[config.mk]
export PLATFORM = sky130hd
export DESIGN_NAME = interrupt_vector_priority
export DESIGN_NICKNAME = d
export VERILOG_FILES = /design/src/rtl/intc_pkg.sv /design/src/rtl/vec_req_if.sv /design/src/rtl/interrupt_vector_priority.sv /design/src/rtl/prio_pick.sv
export VERILOG_INCLUDE_DIRS = /design/src /design/src/rtl
export SDC_FILE = /design/constraint.sdc
export NUM_CORES = 1
export LEC_CHECK = 0
export BUFFER_PORTS_ARGS = -buffer_cell sky130_fd_sc_hd__buf_2
export CAP_MARGIN = 10
export CORE_MARGIN = 4
export CORE_UTILIZATION = 44
export DETAILED_ROUTE_END_ITERATION = 12
export GPL_TIMING_DRIVEN = 1
export PLACE_DENSITY = 0.85
export SYNTH_ARGS = -nofsm -noshare
export SYNTH_HDL_FRONTEND = slang
export SYNTH_SLANG_ARGS = --single-unit
[constraint.sdc]
create_clock -name clk -period 2.5 [get_ports clk]
set_input_delay 0.125 -clock clk [delete_from_list [all_inputs] [get_ports clk]]
set_output_delay 0.125 -clock clk [all_outputs]
set_load 0.005 [all_outputs]
[src/rtl/intc_params.svh]
// Purpose: Constants for the interrupt priority resolver and vector generator.
// Assumes: Vector addresses are twice the vector number, 16 bits wide.
// Notes: Vector numbers double as priorities; lower number wins.
// How it works
// - Smallest pending vector number wins.
// - Intra-module priority is fixed in hardware.
// - Vector address equals twice vector number.
// - A/D done uses vector 14.
// - Capture A-D use vectors 15-18.
// - Compare A/B 19-20, overflow 21.
// - Paired timer uses vectors 28-31.
// - Serial receive error 36, full 37.
// - Serial transmit empty 38, end 39.
// - Non-maskable interrupt uses vector 4, top priority.
// - Pin requests 0-2 use vectors 5-7.
// - Losing requests stay pending, never dropped.
// - Mask bit set accepts only non-maskable.
`ifndef INTC_PARAMS_SVH
`define INTC_PARAMS_SVH
`define VEC_NMI        6'h04
`define VEC_IRQ0       6'h05
`define VEC_IRQ1       6'h06
`define VEC_IRQ2       6'h07
`define VEC_WDT        6'h0D
`define VEC_ADC        6'h0E
`define VEC_FRT_ICA    6'h0F
`define VEC_FRT_ICB    6'h10
`define VEC_FRT_ICC    6'h11
`define VEC_FRT_ICD    6'h12
`define VEC_FRT_OCA    6'h13
`define VEC_FRT_OCB    6'h14
`define VEC_FRT_OVF    6'h15
`define VEC_TMR0_A     6'h16
`define VEC_TMR0_B     6'h17
`define VEC_TMR0_OVF   6'h18
`define VEC_TMR1_A     6'h19
`define VEC_TMR1_B     6'h1A
`define VEC_TMR1_OVF   6'h1B
`define VEC_PAIR_A     6'h1C
`define VEC_PAIR_B     6'h1D
`define VEC_PAIR_OVF   6'h1E
`define VEC_PAIR_CAP   6'h1F
`define VEC_SCI_ERR    6'h24
`define VEC_SCI_RXF    6'h25
`define VEC_SCI_TXE    6'h26
`define VEC_SCI_TEND   6'h27
`define VEC_TW0_BYTE   6'h2C
`define VEC_TW_FMT     6'h2D
`define VEC_TW1_BYTE   6'h2E
`define VEC_USB_A      6'h32
`define VEC_USB_B      6'h33
`define VEC_USB_C      6'h34
`define VEC_USB_D      6'h35
`define VEC_NONE       6'h00
`define VEC_ADDR_SHIFT 1
`define NUM_SRC        34
`endif

[src/rtl/intc_pkg.sv]
// Purpose: Types for the interrupt resolver.
// Assumes: Vector numbers fit in six bits.
// Notes: Constants live in the params header.
package intc_pkg;
  typedef logic [5:0]  vec_num_t;
  typedef logic [15:0] vec_addr_t;
endpackage

[src/rtl/vec_req_if.sv]
// Purpose: Carries one source's request and its vector number.
// Assumes: Request is a level held by the source until serviced.
// Notes: Used between the resolver and its priority slice.
`timescale 1ns/10ps
interface vec_req_if;
  logic              req;
  intc_pkg::vec_num_t num;
  modport src (output req, output num);
  modport dst (input req, input num);
endinterface

[src/rtl/interrupt_vector_priority.sv]
// Purpose: Fixed-priority interrupt resolver producing vector number and address.
// Assumes: Request inputs are enabled levels, synchronous to clk.
// Notes: One cycle from request to registered vector; requests are never latched.
`timescale 1ns/10ps
`include "intc_params.svh"
module interrupt_vector_priority (
  input  wire logic                clk,
  input  wire logic                rst,
  input  wire logic                mask_bit,
  input  wire logic                nmi_req,
  input  wire logic [2:0]          pin_irq_req,
  input  wire logic                watchdog_interval_req,
  input  wire logic                adc_done_req,
  input  wire logic                frt_capture_a_req,
  input  wire logic                frt_capture_b_req,
  input  wire logic                frt_capture_c_req,
  input  wire logic                frt_capture_d_req,
  input  wire logic                frt_compare_a_req,
  input  wire logic                frt_compare_b_req,
  input  wire logic                frt_overflow_req,
  input  wire logic                tmr0_match_a_req,
  input  wire logic                tmr0_match_b_req,
  input  wire logic                tmr0_overflow_req,
  input  wire logic                tmr1_match_a_req,
  input  wire logic                tmr1_match_b_req,
  input  wire logic                tmr1_overflow_req,
  input  wire logic                pair_timer_match_a_req,
  input  wire logic                pair_timer_match_b_req,
  input  wire logic                pair_timer_overflow_req,
  input  wire logic                pair_timer_capture_req,
  input  wire logic                serial_rx_error_req,
  input  wire logic                serial_rx_full_req,
  input  wire logic                serial_tx_empty_req,
  input  wire logic                serial_tx_end_req,
  input  wire logic                twowire0_byte_done_req,
  input  wire logic                twowire_format_switch_req,
  input  wire logic                twowire1_byte_done_req,
  input  wire logic                usb_req_a,
  input  wire logic                usb_req_b,
  input  wire logic                usb_req_c,
  input  wire logic                usb_req_d,
  output logic                     irq_valid,
  output intc_pkg::vec_num_t       vec_num,
  output intc_pkg::vec_addr_t      vec_addr
);
  localparam int N = `NUM_SRC;

  ////////////////////////////////////////////////////////////////////////////
  // Source table: request and fixed vector per slot
  logic                 src_req [N];
  intc_pkg::vec_num_t   src_num [N];
  logic                 maskable_gate;

  // Mask bit blocks everything but the non-maskable source
  assign maskable_gate = ~mask_bit;

  // Gated request per slot; the mask spares only slot 0
  always_comb begin
    // Non-maskable and external pins
    src_req[0]  = nmi_req;
    src_req[1]  = pin_irq_req[0] & maskable_gate;
    src_req[2]  = pin_irq_req[1] & maskable_gate;
    src_req[3]  = pin_irq_req[2] & maskable_gate;

    // Watchdog and converter
    src_req[4]  = watchdog_interval_req & maskable_gate;
    src_req[5]  = adc_done_req & maskable_gate;

    // Free-running timer captures
    src_req[6]  = frt_capture_a_req & maskable_gate;
    src_req[7]  = frt_capture_b_req & maskable_gate;
    src_req[8]  = frt_capture_c_req & maskable_gate;
    src_req[9]  = frt_capture_d_req & maskable_gate;

    // Free-running timer compares and overflow
    src_req[10] = frt_compare_a_req & maskable_gate;
    src_req[11] = frt_compare_b_req & maskable_gate;
    src_req[12] = frt_overflow_req & maskable_gate;

    // Timer channel 0
    src_req[13] = tmr0_match_a_req & maskable_gate;
    src_req[14] = tmr0_match_b_req & maskable_gate;
    src_req[15] = tmr0_overflow_req & maskable_gate;

    // Timer channel 1
    src_req[16] = tmr1_match_a_req & maskable_gate;
    src_req[17] = tmr1_match_b_req & maskable_gate;
    src_req[18] = tmr1_overflow_req & maskable_gate;

    // Paired timer channels
    src_req[19] = pair_timer_match_a_req & maskable_gate;
    src_req[20] = pair_timer_match_b_req & maskable_gate;
    src_req[21] = pair_timer_overflow_req & maskable_gate;
    src_req[22] = pair_timer_capture_req & maskable_gate;

    // Serial receive side
    src_req[23] = serial_rx_error_req & maskable_gate;
    src_req[24] = serial_rx_full_req & maskable_gate;

    // Serial transmit side
    src_req[25] = serial_tx_empty_req & maskable_gate;
    src_req[26] = serial_tx_end_req & maskable_gate;

    // Two-wire channels
    src_req[27] = twowire0_byte_done_req & maskable_gate;
    src_req[28] = twowire_format_switch_req & maskable_gate;
    src_req[29] = twowire1_byte_done_req & maskable_gate;

    // Bus device requests
    src_req[30] = usb_req_a & maskable_gate;
    src_req[31] = usb_req_b & maskable_gate;
    src_req[32] = usb_req_c & maskable_gate;
    src_req[33] = usb_req_d & maskable_gate;
  end

  // Fixed vector per slot; ascending so chain order is priority
  always_comb begin
    // Non-maskable and external pins
    src_num[0]  = `VEC_NMI;
    src_num[1]  = `VEC_IRQ0;
    src_num[2]  = `VEC_IRQ1;
    src_num[3]  = `VEC_IRQ2;

    // Watchdog and converter
    src_num[4]  = `VEC_WDT;
    src_num[5]  = `VEC_ADC;

    // Free-running timer captures
    src_num[6]  = `VEC_FRT_ICA;
    src_num[7]  = `VEC_FRT_ICB;
    src_num[8]  = `VEC_FRT_ICC;
    src_num[9]  = `VEC_FRT_ICD;

    // Free-running timer compares and overflow
    src_num[10] = `VEC_FRT_OCA;
    src_num[11] = `VEC_FRT_OCB;
    src_num[12] = `VEC_FRT_OVF;

    // Timer channel 0
    src_num[13] = `VEC_TMR0_A;
    src_num[14] = `VEC_TMR0_B;
    src_num[15] = `VEC_TMR0_OVF;

    // Timer channel 1
    src_num[16] = `VEC_TMR1_A;
    src_num[17] = `VEC_TMR1_B;
    src_num[18] = `VEC_TMR1_OVF;

    // Paired timer channels
    src_num[19] = `VEC_PAIR_A;
    src_num[20] = `VEC_PAIR_B;
    src_num[21] = `VEC_PAIR_OVF;
    src_num[22] = `VEC_PAIR_CAP;

    // Serial receive side
    src_num[23] = `VEC_SCI_ERR;
    src_num[24] = `VEC_SCI_RXF;

    // Serial transmit side
    src_num[25] = `VEC_SCI_TXE;
    src_num[26] = `VEC_SCI_TEND;

    // Two-wire channels
    src_num[27] = `VEC_TW0_BYTE;
    src_num[28] = `VEC_TW_FMT;
    src_num[29] = `VEC_TW1_BYTE;

    // Bus device requests
    src_num[30] = `VEC_USB_A;
    src_num[31] = `VEC_USB_B;
    src_num[32] = `VEC_USB_C;
    src_num[33] = `VEC_USB_D;
  end

  ////////////////////////////////////////////////////////////////////////////
  // Linear compare chain; only table numbers can emerge
  vec_req_if stage [N] ();
  vec_req_if leaf  [N] ();

  // First stage passes slot 0 directly
  assign stage[0].req = src_req[0];
  assign stage[0].num = src_num[0];

  genvar g;
  generate
    for (g = 1; g < N; g++) begin : g_chain
      assign leaf[g].req = src_req[g];
      assign leaf[g].num = src_num[g];
      // Order fixed by wiring, no software say in it
      prio_pick u_pick (
        .a (stage[g-1]),
        .b (leaf[g]),
        .y (stage[g])
      );
    end
  endgenerate

  // Unused leaf 0 tied off
  assign leaf[0].req = 1'b0;
  assign leaf[0].num = `VEC_NONE;

  ////////////////////////////////////////////////////////////////////////////
  // Output registers; inputs are levels so losers stay pending at source
  logic                valid_r;
  logic                valid_nxt;
  intc_pkg::vec_num_t  num_r;
  intc_pkg::vec_num_t  num_nxt;
  intc_pkg::vec_addr_t addr_r;
  intc_pkg::vec_addr_t addr_nxt;

  // Next winner and its address
  always_comb begin
    valid_nxt = stage[N-1].req;
    num_nxt   = stage[N-1].req ? stage[N-1].num : `VEC_NONE;
    addr_nxt  = {9'h000, num_nxt, 1'b0};
  end

  // Register stage
  always_ff @(posedge clk) begin
    if (rst) begin
      valid_r <= 1'b0;
      num_r   <= `VEC_NONE;
      addr_r  <= 16'h0000;
    end else begin
      valid_r <= valid_nxt;
      num_r   <= num_nxt;
      addr_r  <= addr_nxt;
    end
  end

  assign irq_valid = valid_r;
  assign vec_num   = num_r;
  assign vec_addr  = addr_r;
endmodule // interrupt_vector_priority

[src/rtl/prio_pick.sv]
// Purpose: Picks the lower vector number of two candidates.
// Assumes: A candidate without request never wins.
// Notes: Chain element of the priority resolver.
`timescale 1ns/10ps
`include "intc_params.svh"
module prio_pick (
  vec_req_if.dst a,
  vec_req_if.dst b,
  vec_req_if.src y
);
  // Lower number wins; ties impossible
  always_comb begin
    y.req = a.req | b.req;
    if (a.req && (!b.req || (a.num < b.num))) begin
      y.num = a.num;
    end else if (b.req) begin
      y.num = b.num;
    end else begin
      y.num = `VEC_NONE;
    end
  end
endmodule // prio_pick

== Word level (Yosys, flattened, before mapping) ==
Index checks and enable logic that the tools add are counted.

* Reduce and logical (&&, ||, !) cells: 96
* $lt $le $gt $ge: 32
* Bitwise operators: 67
* Multiplexer cells: 67

{| class="wikitable"
|+ Operator list
! kind !! number
|-
| $mux 6 || 45
|-
| $lt 6x5->1 const B || 16
|-
| $mux 5 || 16
|-
| $lt 6x6->1 const B || 11
|-
| $and 1x1->1 || 33
|-
| $or 1x1->1 || 33
|-
| $logic_and 1x1->1 || 32
|-
| $logic_not 1->1 || 32
|-
| $logic_or 1x1->1 || 32
|-
| $lt 6x4->1 const B || 3
|-
| $lt 6x3->1 const B || 2
|-
| $mux 4 || 3
|-
| $mux 3 || 3
|-
| $not 1->1 || 1
|}

* Register bits: 17
* Output and inout bits: 23

== Logic depth before layout (Yosys ltp) ==
Gate-level depths: netlist (run 1).

* Word-level depth: 133
* Gate-level depth with buffers: 7
* Depth with buffers taken out: 6

== Hierarchy ==
From an unflattened synthesis (run 1), not the netlist that was laid out.

* Cell total of the unflattened synthesis: 1256
* Area, all modules: 8607.0 µm²

{| class="wikitable"
|+ By module, submodules not included
! module !! area each (µm²) !! instances !! cells each
|-
| prio_pick || 244.0 || 33 || 36
|-
| interrupt_vector_priority || 555.5 || 1 || 68
|}

== Worst setup path after synthesis (run 1) ==
OpenSTA, ideal clock, no wires.

* Path kind: input to register
* Start point: input frt_compare_a_req
* End point: register addr_r[6], in the netlist vec_addr[6]
* Arrival: 1435 ps
* Path slack: 966 ps
* Stages: 6
* Buffers on the path: 0
* Required time: 2400 ps
* Cells stage by stage: or4_4 -> nand2b_4 -> o21ai_4 -> and2_4 -> inv_2 -> a2111oi_4

* Cells in the longest elaborated chain, start to end: 98
* Elaborated cells between the ends (all ways): 123
* Classes of those cells: order compare (23); mux (26); bitwise (25); reduce/logical (49)

{| class="wikitable"
|+ RTL lines
! element !! RTL line !! RTL
|-
| from (decl) || interrupt_vector_priority.sv:18 || <nowiki>input wire logic frt_compare_a_req,</nowiki>
|-
| $and 1x1->1 (*) || interrupt_vector_priority.sv:76 || <nowiki>src_req[10] = frt_compare_a_req & maskable_gate;</nowiki>
|-
| $logic_not 1->1 || prio_pick.sv:14 || <nowiki>if (a.req && (!b.req || (a.num < b.num))) begin</nowiki>
|-
| $logic_or 1x1->1 || prio_pick.sv:14 ||
|-
| $logic_and 1x1->1 || prio_pick.sv:14 ||
|-
| $mux 6 || prio_pick.sv:14 ||
|-
| $lt 6x5->1 || prio_pick.sv:14 ||
|-
| $logic_or 1x1->1 || prio_pick.sv:14 ||
|-
| $logic_and 1x1->1 || prio_pick.sv:14 ||
|-
| [82 not listed] || - ||
|-
| $logic_or 1x1->1 || prio_pick.sv:14 ||
|-
| $logic_and 1x1->1 || prio_pick.sv:14 ||
|-
| $mux 6 || prio_pick.sv:14 ||
|-
| $lt 6x6->1 || prio_pick.sv:14 ||
|-
| $logic_or 1x1->1 || prio_pick.sv:14 ||
|-
| $logic_and 1x1->1 || prio_pick.sv:14 ||
|-
| $mux 6 || prio_pick.sv:14 ||
|-
| $mux 6 (no source line) (*) || - ||
|-
| to (signal assigned) || interrupt_vector_priority.sv:227 || <nowiki>addr_r <= addr_nxt;</nowiki>
|-
| to (decl) || interrupt_vector_priority.sv:208 || <nowiki>intc_pkg::vec_addr_t addr_r;</nowiki>
|}

Every way passes the cells marked *; elsewhere a longest branch is shown, timed or not.
A chain may end at the register's enable or synchronous reset.

== Worst setup path in the final report (run 1) ==
* Start point: input mask_bit
* End point: register addr_r[2], in the netlist vec_addr[2]

* Cells in the longest elaborated chain, start to end: 133
* Elaborated cells between the ends (all ways): 261
* Classes of those cells: order compare (32); mux (66); bitwise (67); reduce/logical (96)

{| class="wikitable"
|+ RTL lines
! element !! RTL line !! RTL
|-
| from (decl) || interrupt_vector_priority.sv:9 || <nowiki>input wire logic mask_bit,</nowiki>
|-
| $not 1->1 (*) || interrupt_vector_priority.sv:55 || <nowiki>assign maskable_gate = ~mask_bit;</nowiki>
|-
| $and 1x1->1 || interrupt_vector_priority.sv:61 || <nowiki>src_req[1] = pin_irq_req[0] & maskable_gate;</nowiki>
|-
| $mux 3 || prio_pick.sv:16 || <nowiki>end else if (b.req) begin</nowiki>
|-
| $mux 6 || prio_pick.sv:14 ||
|-
| $lt 6x3->1 || prio_pick.sv:14 ||
|-
| $logic_or 1x1->1 || prio_pick.sv:14 ||
|-
| $logic_and 1x1->1 || prio_pick.sv:14 ||
|-
| $mux 6 || prio_pick.sv:14 ||
|-
| [117 not listed] || - ||
|-
| $logic_or 1x1->1 || prio_pick.sv:14 ||
|-
| $logic_and 1x1->1 || prio_pick.sv:14 ||
|-
| $mux 6 || prio_pick.sv:14 ||
|-
| $lt 6x6->1 || prio_pick.sv:14 ||
|-
| $logic_or 1x1->1 || prio_pick.sv:14 ||
|-
| $logic_and 1x1->1 || prio_pick.sv:14 ||
|-
| $mux 6 || prio_pick.sv:14 ||
|-
| $mux 6 (no source line) (*) || - ||
|}

Marks and branches as above.

==> impl_metrics.json, run 1 <==
{
  "status": "finished, final reports clean",
  "io_buffers": 49,
  "pre_cts_slack_ps": 744,
  "cts-root-buf": "clkbuf_4",
  "gr-usage-met3_pct": 3.15,
  "viasPerCell": 5.32,
  "cp-end-kind": "register",
  "hold_path_depth": 2,
  "grt.busiest_layer": "met2",
  "synth-main-ff-cell": "dfxtp_1",
  "overflow": 0,
  "path_class": "input pin to register",
  "netlist_top_cells_area": "dfxtp_1, buf_4, nor2_1, a21oi_1, a2111oi_4",
  "yosysSeqAreaShare_pct": 16.5,
  "drtPass1Iterations": 4,
  "netlist_instances": 112,
  "hpwlAfterDp_mm": 1.91,
  "grt_use_met2_pct": 28.7,
  "cp_max_fo": 18,
  "synth-seq-cells": 7,
  "most-common-layout-cells": "buf_2, nor2_1, a21oi_1, conb_1, dfxtp_1",
  "vdd_drop_max_mv": 0.145,
  "tightestPinTransition_ps": 549,
  "antennaDiodeCount": 0,
  "max_freq_mhz": 648,
  "grt.total_usage_pct": 15.8,
  "arrival_ps": 1700,
  "fin_ws_ps": 957,
  "row_count": 15,
  "max-slew-margin-rel_pct": 63.1,
  "hp-class": "input pin to register",
  "initial_core_util_pct": 47.5,
  "grt_start_max_net_pins": 19,
  "floorplan.die.height_um": 51.9,
  "syn_area_um2": 847,
  "finalHoldViolations": 0,
  "cts_resized": 0,
  "dieArea_um2": 2690,
  "numCtsBuffers": 3,
  "cts.path.max_buffers": 2,
  "p_leak_nw": 0.506,
  "place.gp.congestion": 0.844,
  "ios": 60,
  "drtAntennaViolNets": 0,
  "dpl.cell_count": 177,
  "areaGrowthSynthToFinish_pct": 24.4,
  "post-route-min-period_ps": 1540,
  "grt_pass1_wl_mm": 3.31,
  "drv_cap": 0,
  "maxSlewViolCount": 0,
  "route.detailed.drc": 0,
  "ys_warn_count": 0,
  "grt_pass1_vias": 844,
  "finalSetupViolCount": 0,
  "fin_nets": 194,
  "rsz0062_at_grt": "no",
  "core_um2": 1780,
  "min_period_over_period_pct": 61.7,
  "die_w_um": 51.9,
  "power_w": 0.000333,
  "power_density_nw_per_um2": 316,
  "final_common_cell": "buf_2",
  "async_flop_share_pct": 0,
  "antenna_found_initial": 0,
  "path_clk_slew_ps": 50,
  "synth_top_area_share_pct": 16.5,
  "drt_iter0_markers": 27,
  "holdBufCountCts": 0,
  "cts_tree": "yes",
  "post_drt_wl_per_cell_um": 12.2,
  "vias": 963,
  "synth_top_cell_by_area": "dfxtp_1",
  "finalSetupTns_ps": 0,
  "postCtsSetupRepairBufs": 0,
  "syn_avg_cell_area_um2": 7.56,
  "ys_types": 40,
  "critPathLaunchType": "input pin",
  "drive_above_1_share_pct": 42.9,
  "cts.sinks": 7,
  "use_met1_pct": 18.0,
  "final_cells": 181,
  "required_ps": 2650,
  "totalWireLength_mm": 2.21,
  "htree_levels": 1,
  "synth-edff-count": 0
}
## per-stage QoR
step                      cell area [um^2]  utilization, %  hold slack [ps]
after floorplan                        881               -              189
after global placement                1030            57.6              405
after detailed placement              1030            57.6              409
after CTS                             1050            59.1              153
after global routing                  1050            59.1              160
final                                 1050            59.1              165
## critical path, stage by stage
cell	delay [ps]
buf_2	200
or3_1	440
nor3_2	190
nand3b_1	150
nor4_1	200
o41ai_1	120
a221oi_2	260
## power breakdown
group | internal, W | switching, W | leakage, nW
sequential | 0.000117 | 0.00000179 | 0.0578
clock | 0.0000607 | 0.0000380 | 0.0150
combinational | 0.0000508 | 0.0000644 | 0.433
## cell usage after synthesis, types with 2 or more instances
| master | count |
|---|---|
| buf_2 | 2 |
| a2111oi_0 | 2 |
| dfxtp_1 | 7 |
| or4_1 | 2 |
| nor2_1 | 20 |
| o21bai_1 | 3 |
| buf_4 | 16 |
| o21ai_0 | 3 |
| a21oi_1 | 10 |
| nor3_1 | 4 |
| nand2b_1 | 3 |
| nor4_1 | 4 |
| a211oi_1 | 2 |
| a221oi_1 | 2 |
| inv_1 | 6 |
| or3_1 | 2 |
## path summary, 6_finish.rpt
kind | startpoint | endpoint | slack [ps]
max | mask_bit | vec_addr[2]$_SDFF_PP0_ | 960
min | rst | vec_addr[6]$_SDFF_PP0_ | 170
## flip-flops by register name (all words and copies together), names as in the netlist
name       flops
irq_valid      1
vec_addr       6
## layout make-up
class,instances,area (um^2)
clock buffer,4,26.3
fill,173,729
inverter,7,26.3
multi-input combinational,89,584
sequential,7,140
tap,25,31.3
timing repair buffer,49,245
## kinds of logic after synthesis
kind of cell / count (synthesis) / synth area share (%)
AO/OA/AOI/OAI: 31 / 28.7
buffers and inverters: 25 / 18.5
flip-flops: 7 / 16.5
other: 1 / 0.443
AND/OR/NAND/NOR: 48 / 35.9
## routing by layer
layer	share of wire, %	vias to the layer above
li1	-	481
met1	38	423
met2	52	55
met3	8.8	4
met4	1.4	0
met5	0	-
Power figures use the tool's default switching activity.
==> run 2, diff against run 1 <==
Settings changed: CORE_UTILIZATION 44 to 37, PLACE_DENSITY 0.85 to 0.76.
Clock period 2.5 ns to 1.4 ns, I/O delays scaled along.
==> impl_metrics.json, run 2 (synthesis results as in run 1) <==
{
  "topRoutingLayerUsed": "met4",
  "cts_tree": "yes",
  "initial_core_util_pct": 38.7,
  "totalWireLength_mm": 2.43,
  "hp-class": "input pin to register",
  "row_count": 17,
  "cp_slowest_cell": "or4_4",
  "hold_slack_ps": 100,
  "cp-end-kind": "register",
  "overflow": 0,
  "critPathLaunchType": "input pin",
  "pre_cts_slack_ps": -243,
  "final_cells": 207,
  "largest_register_ff_count": 6,
  "vias": 1022,
  "critPathTopFamily": "simple AND/OR/NAND/NOR gates",
  "grt_pass1_wl_mm": 3.71,
  "numCtsBuffers": 3,
  "grt_pass1_vias": 971,
  "vdd_drop_max_mv": 0.290,
  "path_class": "input pin to register",
  "status": "finished, final reports clean",
  "rsz0062_at_grt": "yes",
  "hp-start": "rst",
  "antennaDiodeCount": 0,
  "dr_wl_met3_um": 165,
  "fin_ws_ps": 19.8,
  "dr_wl_met2_mm": 1.25,
  "grt.total_usage_pct": 14.3,
  "most-common-layout-cells": "buf_2, buf_4, nor2_1",
  "path_clk_slew_ps": 60,
  "post_drt_wl_per_cell_um": 11.7,
  "drive_above_1_share_pct": 50.3,
  "p_leak_nw": 0.623,
  "max-slew-margin-rel_pct": 58.8,
  "ios": 60,
  "tightestPinTransition_ps": 612,
  "finalSetupTns_ps": 0,
  "finalSetupViolCount": 0,
  "arrival_ps": 1520,
  "viasPerCell": 4.94,
  "cp_slowest_stage_delay_ps": 530,
  "required_ps": 1540,
  "cts-root-buf": "clkbuf_4",
  "postLayoutCoreUtil_pct": 56.7,
  "min_period_over_period_pct": 98.6,
  "grt_start_max_net_pins": 14,
  "drt_iter0_markers": 22,
  "max_freq_mhz": 725,
  "maxSlewViolCount": 0,
  "power_density_nw_per_um2": 522,
  "cts.sinks": 7,
  "antenna_found_initial": 0,
  "place.gp.congestion": 0.826,
  "areaGrowthSynthToFinish_pct": 46.7,
  "dieArea_um2": 3120,
  "htree_levels": 1,
  "drtPass1Iterations": 4,
  "critPathBufInv": 2,
  "die_w_um": 55.8,
  "hpwlAfterDp_mm": 2.09,
  "startpoint": "frt_capture_b_req",
  "floorplan.die.height_um": 55.8,
  "io_buffers": 49,
  "core_um2": 2190,
  "cts.path.max_buffers": 2,
  "holdBufCountCts": 0,
  "route.detailed.drc": 0,
  "cp_max_fo": 3,
  "fin_nets": 217,
  "wl_met1_um": 970,
  "finalHoldViolations": 0,
  "drtAntennaViolNets": 0,
  "dpl.cell_count": 202,
  "final_common_cell": "buf_2",
  "drv_cap": 0,
  "cp_cell_sequence": "buf_6 -> or4_4 -> nand2b_4 -> o21ai_4 -> and2_4 -> inv_2 -> a2111oi_4",
  "post-route-min-period_ps": 1380
}
==> run 2: cell types whose count changed in the layout (fill, tap and decap cells not counted) <==
cell,delta
buf_2,-2
buf_4,+23
buf_6,+2
==> run 2: metrics by stage <==
| stage | area [um^2] | total power, W |
|---|---|---|
| after floorplan | 881 | 0.000342 |
| after global placement | 1200 | 0.000457 |
| after detailed placement | 1200 | 0.000464 |
| after CTS | 1220 | 0.000644 |
| after global routing | 1240 | 0.000679 |
| final | 1240 | 0.000649 |
==> run 2: final cells by class <==
cell class                      count  area, um^2
Clock buffer                        4        26.3
Fill cell                         217         948
Inverter                            7        26.3
Multi-Input combinational cell     89         584
Sequential cell                     7         140
Tap cell                           28        35.0
Timing Repair Buffer               72         430
==> run 2: worst paths after layout <==
| check | slack, ps | cells past startpoint | endpoint |
|---|---|---|---|
| worst min-delay path | 100 | 2 | vec_addr[4]$_SDFF_PP0_ |
| worst max-delay path | 20 | 7 | vec_addr[6]$_SDFF_PP0_ |
==> run 2: routing by layer <==
layer,global-route usage (%),up-vias
met5,0,-
met4,5.42,0
met3,1.86,4
met2,27.0,41
met1,16.1,454
li1,-,523
==> run 2: power by group <==
part           switching, W  internal, W
logic              0.000123     0.000130
clock network     0.0000742     0.000109
registers        0.00000347     0.000209
total              0.000201     0.000448
==> run 2: repair_timing <==
| action | CTS | global route |
|---|---|---|
| buffers inserted | 0 | 1 |
| gates resized for setup | 0 | 2 |
| setup endpoints to repair | 0 | 2 |
